==> config.mk <==
export PLATFORM = sky130hd
export DESIGN_NAME = lcddr_ctrl_regs
export DESIGN_NICKNAME = d
export VERILOG_FILES = /design/src/logic/lcddr_pkg.sv /design/src/logic/lcddr_ctrl_regs.sv /design/src/logic/lcddr_pulse_gen.sv /design/src/logic/lcddr_wreg.sv
export VERILOG_INCLUDE_DIRS = /design/src /design/src/logic
export SDC_FILE = /design/constraint.sdc
export NUM_CORES = 1
export LEC_CHECK = 0
export BUFFER_PORTS_ARGS = -buffer_cell sky130_fd_sc_hd__buf_4
export CELL_PAD_IN_SITES_DETAIL_PLACEMENT = 1
export CELL_PAD_IN_SITES_GLOBAL_PLACEMENT = 2
export CORE_ASPECT_RATIO = 1.1
export CORE_MARGIN = 2
export CORE_UTILIZATION = 31
export DETAILED_ROUTE_END_ITERATION = 10
export PLACE_DENSITY = 0.77
export RECOVER_POWER = 50
export SYNTH_ARGS = -nofsm -noshare
export SYNTH_HDL_FRONTEND = slang
export SYNTH_HIERARCHICAL = 1
export SYNTH_SLANG_ARGS = --single-unit
==> constraint.sdc <==
create_clock -name sys_clk_i -period 1.91 [get_ports sys_clk_i]
set_clock_uncertainty 0.1 [all_clocks]
set_input_delay 0.0955 -clock sys_clk_i [delete_from_list [all_inputs] [get_ports sys_clk_i]]
set_output_delay 0.0955 -clock sys_clk_i [all_outputs]
set_load 0.03 [all_outputs]
==> src/logic/lcddr_defines.svh <==
/*
  Constants of the drawing/display control register bank: byte addresses,
  field positions, reset values and the completion pulse timing.
  Assumes a 23-bit byte address from the host and a 200 MHz block clock.
*/
`ifndef LCDDR_DEFINES_SVH
`define LCDDR_DEFINES_SVH

`define LCDDR_ADDR_W 23
`define LCDDR_ADDR_DRAW_COLOUR 23'h7FFFD8
`define LCDDR_ADDR_RECT_FILL_LAUNCH 23'h7FFFDA
`define LCDDR_ADDR_LINE_DRAW_LAUNCH 23'h7FFFDC
`define LCDDR_ADDR_VIEW_ORIGIN_COL 23'h7FFFDE
`define LCDDR_ADDR_VIEW_ORIGIN_ROW 23'h7FFFE0
`define LCDDR_ADDR_AREA_SELECT 23'h7FFFE2
`define LCDDR_ADDR_TRANSPARENCY_KEY 23'h7FFFE4
`define LCDDR_ADDR_TRANSPARENCY_ON 23'h7FFFE6

`define LCDDR_RST_DRAW_COLOUR 16'h0000
`define LCDDR_RST_VIEW_ORIGIN_COL 11'h000
`define LCDDR_RST_VIEW_ORIGIN_ROW 10'h000
`define LCDDR_RST_AREA_SELECT 4'h0
`define LCDDR_RST_TRANSPARENCY_KEY 16'h0000
`define LCDDR_RST_TRANSPARENCY_ON 1'h0

`define LCDDR_VIEW_COL_W 11
`define LCDDR_VIEW_ROW_W 10
`define LCDDR_LAUNCH_BIT 0
`define LCDDR_TRANSPARENCY_ON_BIT 0
`define LCDDR_SHOWN_AREA_HI 3
`define LCDDR_SHOWN_AREA_LO 2
`define LCDDR_TARGET_AREA_HI 1
`define LCDDR_TARGET_AREA_LO 0
`define LCDDR_RED_HI 15
`define LCDDR_RED_LO 11
`define LCDDR_GREEN_HI 10
`define LCDDR_GREEN_LO 5
`define LCDDR_BLUE_HI 4
`define LCDDR_BLUE_LO 0
`define LCDDR_PAL_MODE_HI 7
`define LCDDR_PAL_MODE_LO 6
`define LCDDR_PAL_INDEX_HI 5
`define LCDDR_PAL_INDEX_LO 0

`define LCDDR_CLK_MHZ 200
`define LCDDR_DONE_PULSE_NS 1000
`define LCDDR_DONE_PULSE_CYC ((`LCDDR_DONE_PULSE_NS * `LCDDR_CLK_MHZ) / 1000)

`endif

==> src/logic/lcddr_pkg.sv <==
/*
  Types shared by the drawing/display control register bank.
  Assumes nothing beyond the constants header.
*/
package lcddr_pkg;

    typedef enum logic [1:0] {
        LCDDR_MODE_64,
        LCDDR_MODE_4096,
        LCDDR_MODE_65536
    } lcddr_colour_mode_e;

    typedef logic [15:0] lcddr_colour_t;
    typedef logic [1:0] lcddr_area_t;

endpackage

==> src/logic/lcddr_ctrl_regs.sv <==
/*
  Drawing and display control register bank: colour, fill/line launch,
  scroll origin, area selection and image-transfer transparency.
  Write-only: there is no read path, so software must keep its own copy.
  Assumes a drawing engine outside that takes one-cycle start pulses, reports
  busy, and reports done after its last pixel write has been committed, and a
  display timing generator that marks each frame start.
*/

`timescale 1ns/100ps
`include "lcddr_defines.svh"
module lcddr_ctrl_regs #(
    parameter int unsigned DONE_CYCLES = `LCDDR_DONE_PULSE_CYC,
    parameter int unsigned DONE_CW = 8
) (
    input wire logic sys_clk_i,
    input wire logic rstn_i,
    input wire logic clk_en_i,

    // Host bus
    input wire logic [`LCDDR_ADDR_W-1:0] bus_addr_i,
    input wire logic [15:0] bus_wdata_i,
    input wire logic bus_wr_i,
    input wire logic bus_be_hi_i,
    input wire logic bus_be_lo_i,

    // Colour depth
    input wire lcddr_pkg::lcddr_colour_mode_e colour_mode_i,

    // Drawing engine
    input wire logic engine_busy_i,
    input wire logic rect_done_i,
    input wire logic line_done_i,

    // Display timing
    input wire logic frame_start_i,

    // Image stream
    input wire logic img_xfer_i,
    input wire logic img_pix_valid_i,
    input wire lcddr_pkg::lcddr_colour_t img_pix_i,

    // Drawing colour
    output lcddr_pkg::lcddr_colour_t draw_colour_o,
    output logic [4:0] red_field_o,
    output logic [5:0] green_field_o,
    output logic [4:0] blue_field_o,
    output logic [1:0] palette_mode_field_o,
    output logic [5:0] palette_index_field_o,

    // Start pulses
    output logic rect_start_o,
    output logic line_start_o,

    // Scroll origin
    output logic [`LCDDR_VIEW_COL_W-1:0] view_col_o,
    output logic [`LCDDR_VIEW_ROW_W-1:0] view_row_o,

    // Area selects
    output lcddr_pkg::lcddr_area_t shown_area_o,
    output lcddr_pkg::lcddr_area_t target_area_o,

    // Filtered pixels
    output logic img_pix_we_o,
    output lcddr_pkg::lcddr_colour_t img_pix_o,

    // Completion, active low
    output logic done_pulse_out_n_o
);
    import lcddr_pkg::*;

    // Byte addresses of the registers
    localparam logic [`LCDDR_ADDR_W-1:0] A_COLOUR = `LCDDR_ADDR_DRAW_COLOUR;
    localparam logic [`LCDDR_ADDR_W-1:0] A_RECT = `LCDDR_ADDR_RECT_FILL_LAUNCH;
    localparam logic [`LCDDR_ADDR_W-1:0] A_LINE = `LCDDR_ADDR_LINE_DRAW_LAUNCH;
    localparam logic [`LCDDR_ADDR_W-1:0] A_COL = `LCDDR_ADDR_VIEW_ORIGIN_COL;
    localparam logic [`LCDDR_ADDR_W-1:0] A_ROW = `LCDDR_ADDR_VIEW_ORIGIN_ROW;
    localparam logic [`LCDDR_ADDR_W-1:0] A_AREA = `LCDDR_ADDR_AREA_SELECT;
    localparam logic [`LCDDR_ADDR_W-1:0] A_KEY = `LCDDR_ADDR_TRANSPARENCY_KEY;
    localparam logic [`LCDDR_ADDR_W-1:0] A_TON = `LCDDR_ADDR_TRANSPARENCY_ON;

    // Address decode works on 16-bit words; bit 0 is ignored, the byte enables pick the lane
    wire logic [`LCDDR_ADDR_W-2:0] word_addr = bus_addr_i[`LCDDR_ADDR_W-1:1];

    wire logic wr_ok = bus_wr_i && (bus_be_hi_i || bus_be_lo_i);
    wire logic sel_colour = wr_ok && (word_addr == A_COLOUR[`LCDDR_ADDR_W-1:1]);
    wire logic sel_rect = wr_ok && (word_addr == A_RECT[`LCDDR_ADDR_W-1:1]);
    wire logic sel_line = wr_ok && (word_addr == A_LINE[`LCDDR_ADDR_W-1:1]);
    wire logic sel_col = wr_ok && (word_addr == A_COL[`LCDDR_ADDR_W-1:1]);
    wire logic sel_row = wr_ok && (word_addr == A_ROW[`LCDDR_ADDR_W-1:1]);
    wire logic sel_area = wr_ok && (word_addr == A_AREA[`LCDDR_ADDR_W-1:1]);
    wire logic sel_key = wr_ok && (word_addr == A_KEY[`LCDDR_ADDR_W-1:1]);
    wire logic sel_ton = wr_ok && (word_addr == A_TON[`LCDDR_ADDR_W-1:1]);

    // Byte registers sit in the even byte, which the bus carries on 15:8
    wire logic launch_data = bus_wdata_i[`LCDDR_LAUNCH_BIT + 8];

    lcddr_colour_t colour_reg;
    lcddr_colour_t key_reg;

    logic [`LCDDR_VIEW_COL_W-1:0] col_shadow;
    logic [`LCDDR_VIEW_ROW_W-1:0] row_shadow;

    logic [3:0] area_reg;
    logic [0:0] ton_reg;

    // Stored as written, all 16 bits kept, no range checking
    lcddr_wreg #(
        .W(16),
        .BYTE_REG(1'b0),
        .RESET(`LCDDR_RST_DRAW_COLOUR)
    ) u_colour (
        .sys_clk_i(sys_clk_i),
        .rstn_i(rstn_i),
        .clk_en_i(clk_en_i),
        .sel_i(sel_colour),
        .be_hi_i(bus_be_hi_i),
        .be_lo_i(bus_be_lo_i),
        .data_i(bus_wdata_i),
        .value_o(colour_reg)
    );

    // Key keeps the drawing colour bit layout
    lcddr_wreg #(
        .W(16),
        .BYTE_REG(1'b0),
        .RESET(`LCDDR_RST_TRANSPARENCY_KEY)
    ) u_key (
        .sys_clk_i(sys_clk_i),
        .rstn_i(rstn_i),
        .clk_en_i(clk_en_i),
        .sel_i(sel_key),
        .be_hi_i(bus_be_hi_i),
        .be_lo_i(bus_be_lo_i),
        .data_i(bus_wdata_i),
        .value_o(key_reg)
    );

    // Shadows; the view takes them at frame start
    lcddr_wreg #(
        .W(`LCDDR_VIEW_COL_W),
        .BYTE_REG(1'b0),
        .RESET(`LCDDR_RST_VIEW_ORIGIN_COL)
    ) u_col (
        .sys_clk_i(sys_clk_i),
        .rstn_i(rstn_i),
        .clk_en_i(clk_en_i),
        .sel_i(sel_col),
        .be_hi_i(bus_be_hi_i),
        .be_lo_i(bus_be_lo_i),
        .data_i(bus_wdata_i),
        .value_o(col_shadow)
    );

    lcddr_wreg #(
        .W(`LCDDR_VIEW_ROW_W),
        .BYTE_REG(1'b0),
        .RESET(`LCDDR_RST_VIEW_ORIGIN_ROW)
    ) u_row (
        .sys_clk_i(sys_clk_i),
        .rstn_i(rstn_i),
        .clk_en_i(clk_en_i),
        .sel_i(sel_row),
        .be_hi_i(bus_be_hi_i),
        .be_lo_i(bus_be_lo_i),
        .data_i(bus_wdata_i),
        .value_o(row_shadow)
    );

    // Area selects act at once, no frame sync
    lcddr_wreg #(
        .W(4),
        .BYTE_REG(1'b1),
        .RESET(`LCDDR_RST_AREA_SELECT)
    ) u_area (
        .sys_clk_i(sys_clk_i),
        .rstn_i(rstn_i),
        .clk_en_i(clk_en_i),
        .sel_i(sel_area),
        .be_hi_i(bus_be_hi_i),
        .be_lo_i(bus_be_lo_i),
        .data_i(bus_wdata_i),
        .value_o(area_reg)
    );

    // Enable sits in the even byte like the launch bits
    lcddr_wreg #(
        .W(1),
        .BYTE_REG(1'b1),
        .RESET(`LCDDR_RST_TRANSPARENCY_ON)
    ) u_ton (
        .sys_clk_i(sys_clk_i),
        .rstn_i(rstn_i),
        .clk_en_i(clk_en_i),
        .sel_i(sel_ton),
        .be_hi_i(bus_be_hi_i),
        .be_lo_i(bus_be_lo_i),
        .data_i(bus_wdata_i),
        .value_o(ton_reg)
    );

    wire logic transparency_on_bit = ton_reg[`LCDDR_TRANSPARENCY_ON_BIT];

    assign draw_colour_o = colour_reg;
    assign shown_area_o = {area_reg[`LCDDR_SHOWN_AREA_HI], area_reg[`LCDDR_SHOWN_AREA_LO]};
    assign target_area_o = {area_reg[`LCDDR_TARGET_AREA_HI], area_reg[`LCDDR_TARGET_AREA_LO]};

    // Launch bits: writing 0 leaves a pending launch alone
    logic rect_launch_bit_q;
    logic line_launch_bit_q;
    logic rect_start_q;
    logic line_start_q;

    wire logic rect_set = sel_rect && bus_be_hi_i && launch_data;
    wire logic line_set = sel_line && bus_be_hi_i && launch_data;

    // Busy from the engine lags a start by a cycle, so no launch right after one
    wire logic can_launch = !engine_busy_i && !rect_start_q && !line_start_q;
    wire logic rect_go = rect_launch_bit_q && can_launch;
    wire logic line_go = line_launch_bit_q && can_launch && !rect_launch_bit_q;

    // A new write in the launch cycle stays pending: set wins over clear
    wire logic rect_launch_bit_d = rect_set || (rect_launch_bit_q && !rect_go);
    wire logic line_launch_bit_d = line_set || (line_launch_bit_q && !line_go);

    always_ff @(posedge sys_clk_i or negedge rstn_i) begin
        if (!rstn_i) begin
            rect_launch_bit_q <= 1'b0;
            line_launch_bit_q <= 1'b0;
            rect_start_q <= 1'b0;
            line_start_q <= 1'b0;
        end else if (clk_en_i) begin
            rect_launch_bit_q <= rect_launch_bit_d;
            line_launch_bit_q <= line_launch_bit_d;
            rect_start_q <= rect_go;
            line_start_q <= line_go;
        end
    end

    assign rect_start_o = rect_start_q;
    assign line_start_o = line_start_q;

    // Origin changes mid-frame would tear the picture, so hold until frame start
    logic [`LCDDR_VIEW_COL_W-1:0] view_col_q;
    logic [`LCDDR_VIEW_ROW_W-1:0] view_row_q;

    always_ff @(posedge sys_clk_i or negedge rstn_i) begin
        if (!rstn_i) begin
            view_col_q <= `LCDDR_RST_VIEW_ORIGIN_COL;
            view_row_q <= `LCDDR_RST_VIEW_ORIGIN_ROW;
        end else if (clk_en_i && frame_start_i) begin
            view_col_q <= col_shadow;
            view_row_q <= row_shadow;
        end
    end
    assign view_col_o = view_col_q;
    assign view_row_o = view_row_q;

    // Colour field split by colour mode
    // Fields lag the register by one cycle
    wire logic full_colour = (colour_mode_i == LCDDR_MODE_65536);

    wire logic [4:0] red_d = full_colour ? colour_reg[`LCDDR_RED_HI:`LCDDR_RED_LO] : 5'h00;
    wire logic [5:0] green_d = full_colour ? colour_reg[`LCDDR_GREEN_HI:`LCDDR_GREEN_LO] : 6'h00;
    wire logic [4:0] blue_d = full_colour ? colour_reg[`LCDDR_BLUE_HI:`LCDDR_BLUE_LO] : 5'h00;
    wire logic [1:0] pal_mode_d = full_colour ? 2'h0 : colour_reg[`LCDDR_PAL_MODE_HI:`LCDDR_PAL_MODE_LO];
    wire logic [5:0] pal_index_d = full_colour ? 6'h00 : colour_reg[`LCDDR_PAL_INDEX_HI:`LCDDR_PAL_INDEX_LO];

    always_ff @(posedge sys_clk_i or negedge rstn_i) begin
        if (!rstn_i) begin
            red_field_o <= 5'h00;
            green_field_o <= 6'h00;
            blue_field_o <= 5'h00;
            palette_mode_field_o <= 2'h0;
            palette_index_field_o <= 6'h00;
        end else if (clk_en_i) begin
            red_field_o <= red_d;
            green_field_o <= green_d;
            blue_field_o <= blue_d;
            palette_mode_field_o <= pal_mode_d;
            palette_index_field_o <= pal_index_d;
        end
    end

    // Transparency filter on the image pixel stream; one cycle of latency
    wire logic key_match = (img_pix_i == key_reg);
    wire logic pix_skip = img_xfer_i && transparency_on_bit && key_match;
    wire logic pix_we_d = img_pix_valid_i && !pix_skip;

    logic img_pix_we_q;
    lcddr_colour_t img_pix_q;
    always_ff @(posedge sys_clk_i or negedge rstn_i) begin
        if (!rstn_i) begin
            img_pix_we_q <= 1'b0;
            img_pix_q <= 16'h0000;
        end else if (clk_en_i) begin
            img_pix_we_q <= pix_we_d;
            img_pix_q <= img_pix_i;
        end
    end
    assign img_pix_we_o = img_pix_we_q;
    assign img_pix_o = img_pix_q;

    // Engine done marks the last pixel committed
    wire logic op_done = rect_done_i || line_done_i;

    // A retrigger restarts the full pulse width
    lcddr_pulse_gen #(
        .CYCLES(DONE_CYCLES),
        .CW(DONE_CW)
    ) u_done (
        .sys_clk_i(sys_clk_i),
        .rstn_i(rstn_i),
        .clk_en_i(clk_en_i),
        .trig_i(op_done),
        .pulse_n_o(done_pulse_out_n_o)
    );

endmodule // lcddr_ctrl_regs

==> src/logic/lcddr_pulse_gen.sv <==
/*
  Active-low one-shot of a fixed number of cycles.
  Assumes trig_i is a clean one-cycle event; a new trigger restarts the pulse.
*/
`timescale 1ns/100ps
module lcddr_pulse_gen #(
    parameter int unsigned CYCLES = 200,
    parameter int unsigned CW = 8
) (
    input wire logic sys_clk_i,
    input wire logic rstn_i,
    input wire logic clk_en_i,
    input wire logic trig_i,
    output logic pulse_n_o
);
    localparam logic [CW-1:0] LOAD = CW'(CYCLES - 1);
    logic [CW-1:0] cnt_q;
    wire logic cnt_zero = (cnt_q == '0);

    always_ff @(posedge sys_clk_i or negedge rstn_i) begin
        if (!rstn_i) begin
            cnt_q <= '0;
            pulse_n_o <= 1'b1;
        end else if (clk_en_i) begin
            if (trig_i) begin
                cnt_q <= LOAD;
                pulse_n_o <= 1'b0;
            end else if (!cnt_zero) begin
                cnt_q <= cnt_q - 1'b1;
            end else begin
                pulse_n_o <= 1'b1;
            end
        end
    end
endmodule // lcddr_pulse_gen

==> src/logic/lcddr_wreg.sv <==
/*
  Write-only register with per-byte-lane update.
  Assumes the even-address byte sits on data bits 15:8 and the odd one on 7:0;
  a byte register lives in the even byte.
*/
`timescale 1ns/100ps
module lcddr_wreg #(
    parameter int unsigned W = 16,
    parameter bit BYTE_REG = 1'b0,
    parameter logic [W-1:0] RESET = '0
) (
    input wire logic sys_clk_i,
    input wire logic rstn_i,
    input wire logic clk_en_i,
    input wire logic sel_i,
    input wire logic be_hi_i,
    input wire logic be_lo_i,
    input wire logic [15:0] data_i,
    output logic [W-1:0] value_o
);
    genvar i;
    generate
        for (i = 0; i < W; i++) begin : g_bit
            wire logic lane_en;
            wire logic lane_bit;
            if (BYTE_REG) begin : g_byte
                assign lane_en = be_hi_i;
                assign lane_bit = data_i[i+8];
            end else if (i >= 8) begin : g_hi
                assign lane_en = be_hi_i;
                assign lane_bit = data_i[i];
            end else begin : g_lo
                assign lane_en = be_lo_i;
                assign lane_bit = data_i[i];
            end
            always_ff @(posedge sys_clk_i or negedge rstn_i) begin
                if (!rstn_i) begin
                    value_o[i] <= RESET[i];
                end else if (clk_en_i && sel_i && lane_en) begin
                    value_o[i] <= lane_bit;
                end
            end
        end
    endgenerate
endmodule // lcddr_wreg

==> metrics.yaml, run 1 <==
dieWidth_um: 131.4
fin_tns_setup_ps: 0
final_antenna_net_count: 0
drcViolationCount: 0
n_antenna_cell: 0
hold_slack_ps: 15.16
vias: 4101
leakagePower_nw: 3.917
crit_fanout: 5
clk_pin_slew_ps: 60
r2r_setup_slack_ps: 150
met2_usage: 0.3008
setup_viol: 0
layout-drive-gt1-share: 0.4759
num_io_pins: 154
period_needed_ps: 1760
post-cts-setup-buffers: 0
p_total_mw: 7.060
synth_ff_type: "dfrtp_1"
dp_hpwl_mm: 11.46
clock_sinks: 133
syn_area_per_cell_um2: 13.30
cp.arrival_ps: 2000
root_buffer: "clkbuf_16"
timing.rr.start: "u_done/cnt_q[2]$_DFFE_PN0P_"
layout_setup_ws_ps: 150.0
ctsHtreeMaxLevel: 4
initial_core_util: 0.3142
dieArea_um2: 18940
hp-class: "in2reg"
ys_types: 47
cp-end-kind: "register"
grtUsageMet3: 0.04487
critPathCapture: "u_done/cnt_q[7]$_DFFE_PN0P_"
grt-ovfl-total: 0
pre_cts_ws_ps: -155.3
routed_via_density: 4.655
syn-num-nets: 486
fmax_mhz: 568.2
r2r_cells: 3
grt_pass1_wl_mm: 24.95
busiest_layer: "met2"
tightest_slew_ps: 1136
nNetsFinal: 700
synthCells: 416
rsz0062_at_grt: "no"
clock_latency_ps: 410
ys_ff_latch: 133
fin_util: 0.4601
num_rows: 51
cts_buffers: 17
met1_usage: 0.2039
portBuffers: 152
ys.warnings.count: 6
core_area_um2: 17610
grt_use_total: 0.1705
finalWirelength_mm: 15.64
muxShareOfSynthArea: 0.1976
hold_viol: 0
tritoncts: "built"
crit_required_ps: 2150
grt_max_degree: 55
gp_congestion: 0.7451
worst_ir_drop_vdd_v: 0.0006143
synth_xor_area_frac: 0.02532
cts_buffer_depth: 2
synth_fa_ha_area_frac: 0.002261
area_delta_synth_final_pct: 46.44
synth_top_family_by_area: "multiplexers"
seq_area_frac_synth: 0.6016
cap_violations: 0
drtIter0Drc: 98
synth_edf_count: 0
fin_crit_sh: 0.9215
cts_resized: 0
grt_pass1_vias: 4592
rr_endpoint: "u_done/cnt_q[7]$_DFFE_PN0P_"
routedWlPerCell_um: 17.75
async_flop_share: 1.000
timing.slew.headroom: 0.2430
synth_compound_area_frac: 0.05471
syn-cell-area_um2: 5534
cp-startpoint: "u_done/cnt_q[2]$_DFFE_PN0P_"
crit_path_start_kind: "register"
synth-simple-area-share: 0.08569
drt_first_pass_iters: 4
status: "complete, no violations"
hold_buffers: 41
p_per_area_nw_per_um2: 871.1
die_h_um: 144.1
antenna_found_initial: 0
slew_violations: 0
criticalPathCategory: "reg2reg"
[worst min-delay path by stage]
stage | cells past startpoint | to | startpoint | slack (ps)
after detailed placement | 1 | red_field_o[3]$_DFFE_PN0P_ | rstn_i | -80
after global routing | 4 | line_launch_bit_q$_DFFE_PN0P_ | bus_be_hi_i | 30
after CTS | 4 | line_launch_bit_q$_DFFE_PN0P_ | bus_be_hi_i | 7
final | 4 | u_done/cnt_q[6]$_DFFE_PN0P_ | line_done_i | 20
after floorplan | 0 | blue_field_o[0]$_DFFE_PN0P_ | rstn_i | -300
after global placement | 1 | red_field_o[3]$_DFFE_PN0P_ | rstn_i | -80
[layer usage]
layer / vias up / share of wire
li1: 1920 / -
met2: 87 / 0.53
met1: 2080 / 0.42
met4: 0 / 0.010
met3: 14 / 0.037
met5: - / 0
[per-stage QoR]
| step | cell area [um^2] | instances |
|---|---|---|
| after global routing | 8104 | 881 |
| after global placement | 7069 | 808 |
| final | 8104 | 881 |
| after floorplan | 5534 | 416 |
| after CTS | 8135 | 881 |
| after detailed placement | 7069 | 808 |
[registers in the layout (all words and copies together) (netlist names), 8 cells and up]
name / flops
u_key/value_o: 16
u_colour/value_o: 16
u_row/value_o: 10
view_col_o: 11
img_pix_o: 16
u_col/value_o: 11
u_done/cnt_q: 8
view_row_o: 10
[cell type report]
class,instances,area [um^2]
fill,1858,9508
sequential,133,3329
multi-input combinational,238,2023
timing repair buffer,209,1682
clock buffer,20,456.7
tap,238,297.8
clock inverter,12,198.9
inverter,31,116.4
[cells in the mapped netlist, drive strengths merged, types with 5 or more instances]
| library cell | count | share of area |
|---|---|---|
| nand3 | 19 | 0.025 |
| nand4 | 9 | 0.010 |
| dfrtp | 132 | 0.60 |
| nand2 | 16 | 0.011 |
| mux2 | 95 | 0.19 |
| inv | 31 | 0.021 |
| nor2 | 7 | 0.0047 |
| clkbuf | 5 | 0.0034 |
| o21ai | 11 | 0.0099 |
| o22ai | 17 | 0.019 |
| buf | 9 | 0.0084 |
| xnor2 | 13 | 0.021 |
[critical path, stage by stage (launching register included)]
cell and delay [ps]:
dfrtp_1 430, or4b_1 560, or4_1 510, nand3b_1 100
[power by group]
part / switching, mW / internal (mW)
registers: 0.0230 / 2.86
clock network: 1.22 / 2.39
logic: 0.311 / 0.265
total: 1.55 / 5.51
[cells by family (layout without fill, tap and decap cells)]
| kind of cell | count (synthesis) | in the layout |
|---|---|---|
| buf+inv | 45 | 272 |
| simple gates | 77 | 77 |
| compound gates | 47 | 47 |
| xor+xnor | 16 | 16 |
| mux | 97 | 97 |
| flops | 133 | 133 |
| fa+ha+maj | 1 | 1 |
[cells in the final DEF (no fill, tap or decap), types with 3 or more instances in the layout]
cell type,instances
inv_1,31
nand2_1,16
bufinv_16,5
o22ai_1,17
nand2b_1,3
buf_4,159
xor2_1,3
clkbuf_2,3
dlygate4sd3_1,41
xnor2_1,13
clkinv_2,3
nand3b_1,3
o31ai_1,3
nand3_1,12
nor3_1,4
nand4_1,9
nand3_2,6
nor2_1,7
mux2_2,94
clkbuf_16,17
o21ai_0,9
a21oi_1,4
dfrtp_1,132
clkbuf_1,4
Power figures use the tool's default switching activity.
==> inputs of run 2 (changes only) <==
--- a/config.mk
+++ b/config.mk
@@ -11,9 +11,9 @@
 export CELL_PAD_IN_SITES_GLOBAL_PLACEMENT = 2
 export CORE_ASPECT_RATIO = 1.1
 export CORE_MARGIN = 2
-export CORE_UTILIZATION = 31
+export CORE_UTILIZATION = 34
 export DETAILED_ROUTE_END_ITERATION = 10
-export PLACE_DENSITY = 0.77
+export PLACE_DENSITY = 0.8
 export RECOVER_POWER = 50
 export SYNTH_ARGS = -nofsm -noshare
 export SYNTH_HDL_FRONTEND = slang
==> constraint.sdc (replaced) <==
create_clock -name sys_clk_i -period 2 [get_ports sys_clk_i]
set_clock_uncertainty 0.1 [all_clocks]
set_input_delay 0.1 -clock sys_clk_i [delete_from_list [all_inputs] [get_ports sys_clk_i]]
set_output_delay 0.1 -clock sys_clk_i [all_outputs]
set_load 0.03 [all_outputs]
==> run 2 against run 1 <==
Non-clock buffer count decreased by 1. Die area down 8.6%. Clock power fell by 14%. Count of clock-buffer cells in the layout fell by 1. Worst hold slack got worse by 5.4 ps. Power decreased by 9.8%. Via count rose by 1.3%.
==> metrics.yaml, run 2 (synthesized netlist as in run 1, its figures left out) <==
status: "complete, no violations"
hp-class: "in2reg"
cp-end-kind: "register"
initial_core_util: 0.3504
routedWlPerCell_um: 18.83
grt-ovfl-total: 0
crit_fanout: 8
placed_cell_area_um2: 6974
cts_buffer_depth: 2
vias: 4155
nNetsFinal: 699
register_area_um2: 3329
slew_violations: 0
criticalPathCategory: "in2reg"
core_area_um2: 15800
dieArea_um2: 17310
hold_viol: 0
num_io_pins: 154
mostFrequentLayoutCells: "dfrtp_1 (132), buf_4 (118), mux2_2 (94)"
final_antenna_net_count: 0
fin_area_um2: 7830
clk_pin_slew_ps: 60
drt_first_pass_iters: 4
grt_pass1_vias: 4556
dp.cells: 767
area_delta_synth_final_pct: 41.49
antenna_found_initial: 0
setup_viol: 0
layout_commonest_cell: "dfrtp_1"
layout-drive-gt1-share: 0.4150
tritoncts: "built"
root_buffer: "clkbuf_16"
gp_congestion: 0.7351
crit_path_start_kind: "primary input"
p_per_area_nw_per_um2: 813.3
rsz0062_at_grt: "no"
portBuffers: 152
cap_violations: 0
timing.slew.headroom: 0.2008
tightest_slew_ps: 1199
finalNonFillerCells: 842
dieWidth_um: 125.6
fin_crit_sh: 0.9548
leakagePower_nw: 3.708
die_h_um: 137.8
routed_via_density: 4.935
dp_hpwl_mm: 11.32
ctsHtreeMaxLevel: 4
worst_ir_drop_vdd_v: 0.0004870
period_needed_ps: 1910
drcViolationCount: 0
crit_required_ps: 2200
cts_buffers: 17
cp.arrival_ps: 2110
grt_max_degree: 46
hold_slack_ps: 9.754
clock_sinks: 133
grt_use_total: 0.1918
clock_latency_ps: 420
multi_input_area_um2: 2034
fillers: 1673
fmax_mhz: 523.7
num_rows: 48
grt_pass1_wl_mm: 25.32
finalWirelength_mm: 15.86
drtIter0Drc: 135
run 2: cell count changes in the layout (fill, tap and decap cells not counted), sizes merged:
| cell | previous run | this run |
|---|---|---|
| clkinvlp | 1 | 2 |
| clkbuf | 26 | 64 |
| diode | 0 | 1 |
| bufinv | 5 | 2 |
| buf | 162 | 120 |
| clkinv | 5 | 7 |
| dlygate4sd3 | 41 | 43 |
run 2: layer usage:
metal,track usage,wire (um)
met3,0.04544,717
met5,0,0
met2,0.3324,8189
met4,0.07160,306
met1,0.2338,6646
run 2: layout make-up:
cell class                 instances  area share
sequential                       133      0.4252
multi-input combinational        238      0.2598
tap                              200     0.03196
inverter                          31     0.01486
antenna                            1   0.0003196
clock inverter                    12     0.01662
timing repair buffer             208      0.1934
clock buffer                      19     0.05785
run 2: timing repair:
action / in CTS / in global routing
hold endpoints to repair: 214 / 0
endpoints found under the setup margin: 0 / 18
gates resized for setup: 0 / 2
buffers inserted: 0 / 0
hold buffers: 43 / 0
run 2: per-stage QoR:
stage	TNS [ps]	worst slack [ps]	utilization	power (mW)
CTS	0	86.24	0.5057	6.466
floorplan	0	190.8	-	2.984
global route	0	3.275	0.4956	6.606
finish	0	90.48	0.4957	6.368
detailed placement	-1043	-63.78	0.4415	3.295
global placement	0	18.59	0.4415	3.280
run 2: worst max-delay path: stages:
cell and delay (ps):
dlygate4sd3_1 530, buf_4 170, o211a_1 190, nand2_1 140, nor4_2 260, buf_4 160
nand3_2 200, mux2_2 360
run 2: worst paths after layout:
path,from,endpoint,slack [ps],cells past startpoint
min in group asynchronous,rstn_i,u_area/value_o[3]$_DFFE_PN0P_,360,2
hold / removal,img_xfer_i,img_pix_we_o$_DFFE_PN0P_,10,4
hold reg to reg,view_col_o[1]$_DFFE_PN0P_,view_col_o[1]$_DFFE_PN0P_,400,1
setup reg to reg,u_done/cnt_q[2]$_DFFE_PN0P_,u_done/cnt_q[7]$_DFFE_PN0P_,260,3
max in group asynchronous,rstn_i,u_done/pulse_n_o$_DFFE_PN1P_,300,3
setup / recovery,bus_be_hi_i,u_colour/value_o[10]$_DFFE_PN0P_,90,8
run 2: power breakdown:
group | total [mW] | internal, mW | switching, mW
Sequential | 2.75 | 2.73 | 0.0208
Combinational | 0.538 | 0.236 | 0.302
Clock | 3.08 | 1.89 | 1.19
==> inputs of run 3 (changes only) <==
--- a/config.mk
+++ b/config.mk
@@ -10,12 +10,11 @@
 export CELL_PAD_IN_SITES_DETAIL_PLACEMENT = 1
 export CELL_PAD_IN_SITES_GLOBAL_PLACEMENT = 2
 export CORE_ASPECT_RATIO = 1.1
-export CORE_MARGIN = 2
-export CORE_UTILIZATION = 34
+export CORE_MARGIN = 1.5
+export CORE_UTILIZATION = 35
 export DETAILED_ROUTE_END_ITERATION = 10
-export PLACE_DENSITY = 0.8
+export PLACE_DENSITY = 0.81
 export RECOVER_POWER = 50
 export SYNTH_ARGS = -nofsm -noshare
 export SYNTH_HDL_FRONTEND = slang
-export SYNTH_HIERARCHICAL = 1
 export SYNTH_SLANG_ARGS = --single-unit
==> run 3 against run 2 <==
Via count increased by 1.0%. Sequential share of layout area is 1.6 points lower. Flip-flop and latch count stayed put.
==> metrics.yaml, run 3 <==
nNetsFinal: 693
status: "complete, no violations"
synth_ff_type: "dfrtp_1"
cp_slowest_cell: "dfrtp_1"
routedWlPerCell_um: 19.06
syn-cell-area_um2: 5628
path_cells: "inv_1 -> ha_1 -> nor2b_2 -> a31oi_2 -> o21ai_0 -> nor3_1"
worst_ir_drop_vdd_v: 0.0005264
grt_max_degree: 52
critPathCapture: "u_done.cnt_q[4]$_DFFE_PN0P_"
drt_first_pass_iters: 4
initial_core_util: 0.3577
fin_area_um2: 8127
die_h_um: 136.0
core_area_um2: 15740
rsz0062_at_grt: "no"
combPwrFrac: 0.092
synth_area_leaders: "dfrtp_1 (59%), mux2_2 (17%), xnor2_1 (2.8%)"
grt_pass1_wl_mm: 24.87
dieWidth_um: 123.9
timing.rr.start: "u_done.cnt_q[0]$_DFFE_PN0P_"
yosys.area.top_type: "dfrtp_1"
grt-ovfl-total: 0
drtIter0Drc: 99
cp.arrival_ps: 2100
fin_crit_sh: 0.9429
finalWirelength_mm: 15.91
final_antenna_net_count: 0
vias: 4198
clk_pin_slew_ps: 60
gp_congestion: 0.7584
layout_commonest_cell: "buf_4"
mostFrequentLayoutCells: "buf_4 (159), dfrtp_1 (132), mux2_2 (86)"
p_int_mw: 4.892
synth-simple-area-share: 0.09382
tritoncts: "built"
synthCells: 405
synth_common_cells: "dfrtp_1 (132), mux2_2 (86), xnor2_1 (18)"
crit_fanout: 7
ys.warnings.count: 0
criticalPathCategory: "reg2reg"
leakagePower_nw: 3.988
syn_area_per_cell_um2: 13.90
routed_via_density: 5.028
antenna_found_initial: 0
hold_viol: 0
r2r_cells: 6
crit_required_ps: 2220
syn-num-nets: 476
num_rows: 48
rr_endpoint: "u_done.cnt_q[4]$_DFFE_PN0P_"
slowest_delay_ps: 430
dp_hpwl_mm: 11.34
p_clk_frac: 0.482
synth_fa_ha_area_frac: 0.004446
synth_edf_count: 0
seqPwrFrac: 0.427
layout-drive-gt1-share: 0.4740
portBuffers: 152
grt_use_total: 0.2012
p_per_area_nw_per_um2: 795.8
grt_pass1_vias: 4495
cts_buffer_depth: 2
muxShareOfSynthArea: 0.1972
async_flop_share: 1.000
num_io_pins: 154
fin_tns_setup_ps: 0
setup_viol: 0
synth_top_family_by_area: "multiplexers"
dieArea_um2: 16850
synth.most_common_cell: "dfrtp_1"
root_buffer: "clkbuf_16"
n_antenna_cell: 0
timing.slew.headroom: 0.1295
fillers: 1616
clock_latency_ps: 430
p_sw_mw: 1.575
cp-end-kind: "register"
synth_top_area_share: 0.5869
seq_area_frac_synth: 0.5916
cap_violations: 0
crit_path_start_kind: "register"
tightest_slew_ps: 1306
switching_share: 0.2435
ys_types: 44
slew_violations: 0
r2r_setup_slack_ps: 110
synth_xor_area_frac: 0.03268
cts_buffers: 17
period_needed_ps: 1886
drcViolationCount: 0
synth_compound_area_frac: 0.06136
ys_ff_latch: 133
clock_sinks: 133
ctsHtreeMaxLevel: 4
placed_cell_area_um2: 7058
hp-class: "in2reg"
area_delta_synth_final_pct: 44.40
cp-startpoint: "u_done.cnt_q[0]$_DFFE_PN0P_"
fin_util: 0.5165
post-cts-setup-buffers: 0
fmax_mhz: 530.3
[run 3: timing repair]
action | CTS | global route
gates resized for setup | 1 | 2
hold endpoints to repair | 192 | 0
setup endpoints to repair | 1 | 2
hold buffers | 48 | 0
[run 3: critical path, delay by kind of cell (launching register included)]
| kind | cells | cell delay (ps) |
|---|---|---|
| flops | 1 | 430 |
| compound gates | 2 | 460 |
| simple gates | 2 | 500 |
| fa+ha+maj | 1 | 210 |
| buf+inv | 1 | 90 |
[run 3: cells by family (layout without fill, tap and decap cells)]
kind of cell / Yosys count / in the layout
buffers and inverters: 20 / 250
muxes: 96 / 96
AOI/OAI and AO/OA: 43 / 43
and+or+nand+nor: 90 / 90
xor gates and xnor gates: 21 / 21
adders and majority gates: 2 / 2
DFF: 133 / 133
[run 3: routing by layer]
layer  up-vias  track usage  wire [um]
met5         -            0          0
met4         0      0.07955        345
met3        25      0.04530        677
met2       115       0.3478       8330
met1      2151       0.2420       6559
li1       1907            -          -
[run 3: cell type report]
type | instances | area (um^2) | area share
flip-flops and latches | 133 | 3329 | 0.4097
multi-input cells | 252 | 2201 | 0.2708
repair buffers | 213 | 1734 | 0.2134
clock buffers | 19 | 442.9 | 0.05450
well taps | 200 | 250.2 | 0.03079
clock inverters | 13 | 150.1 | 0.01848
inverters | 5 | 18.77 | 0.002309
[run 3: per-stage QoR]
stage	hold WS, ps	total power, mW	instances	worst slack, ps
finish	38.29	6.467	835	114.3
global route	66.82	6.717	835	28.54
CTS	21.33	6.579	835	33.36
detailed placement	-21.67	3.331	755	87.35
global placement	-30.05	3.313	755	160.5
floorplan	-295.6	3.016	405	340.6
[run 3: how the worst min path moves through the flow]
stage,startpoint,to,slack (ps),cells past startpoint
floorplan,rstn_i,blue_field_o[0]$_DFFE_PN0P_,-300,0
global route,img_xfer_i,img_pix_we_o$_DFFE_PN0P_,70,4
detailed placement,rstn_i,img_pix_o[1]$_DFFE_PN0P_,-20,1
finish,bus_addr_i[12],line_launch_bit_q$_DFFE_PN0P_,40,5
global placement,rstn_i,img_pix_o[1]$_DFFE_PN0P_,-30,1
CTS,img_xfer_i,img_pix_we_o$_DFFE_PN0P_,20,4
[run 3: power by group through the flow]
| stage | Sequential, mW | Combinational, mW | Clock [mW] |
|---|---|---|---|
| 5_1_grt | 2.76 | 0.644 | 3.31 |
| 2_1_floorplan | 2.87 | 0.142 | 0 |
| 6_report | 2.76 | 0.593 | 3.11 |
| 3_5_place_dp | 2.81 | 0.523 | 0 |
| 3_3_place_gp | 2.80 | 0.509 | 0 |
| 4_1_cts | 2.76 | 0.605 | 3.21 |
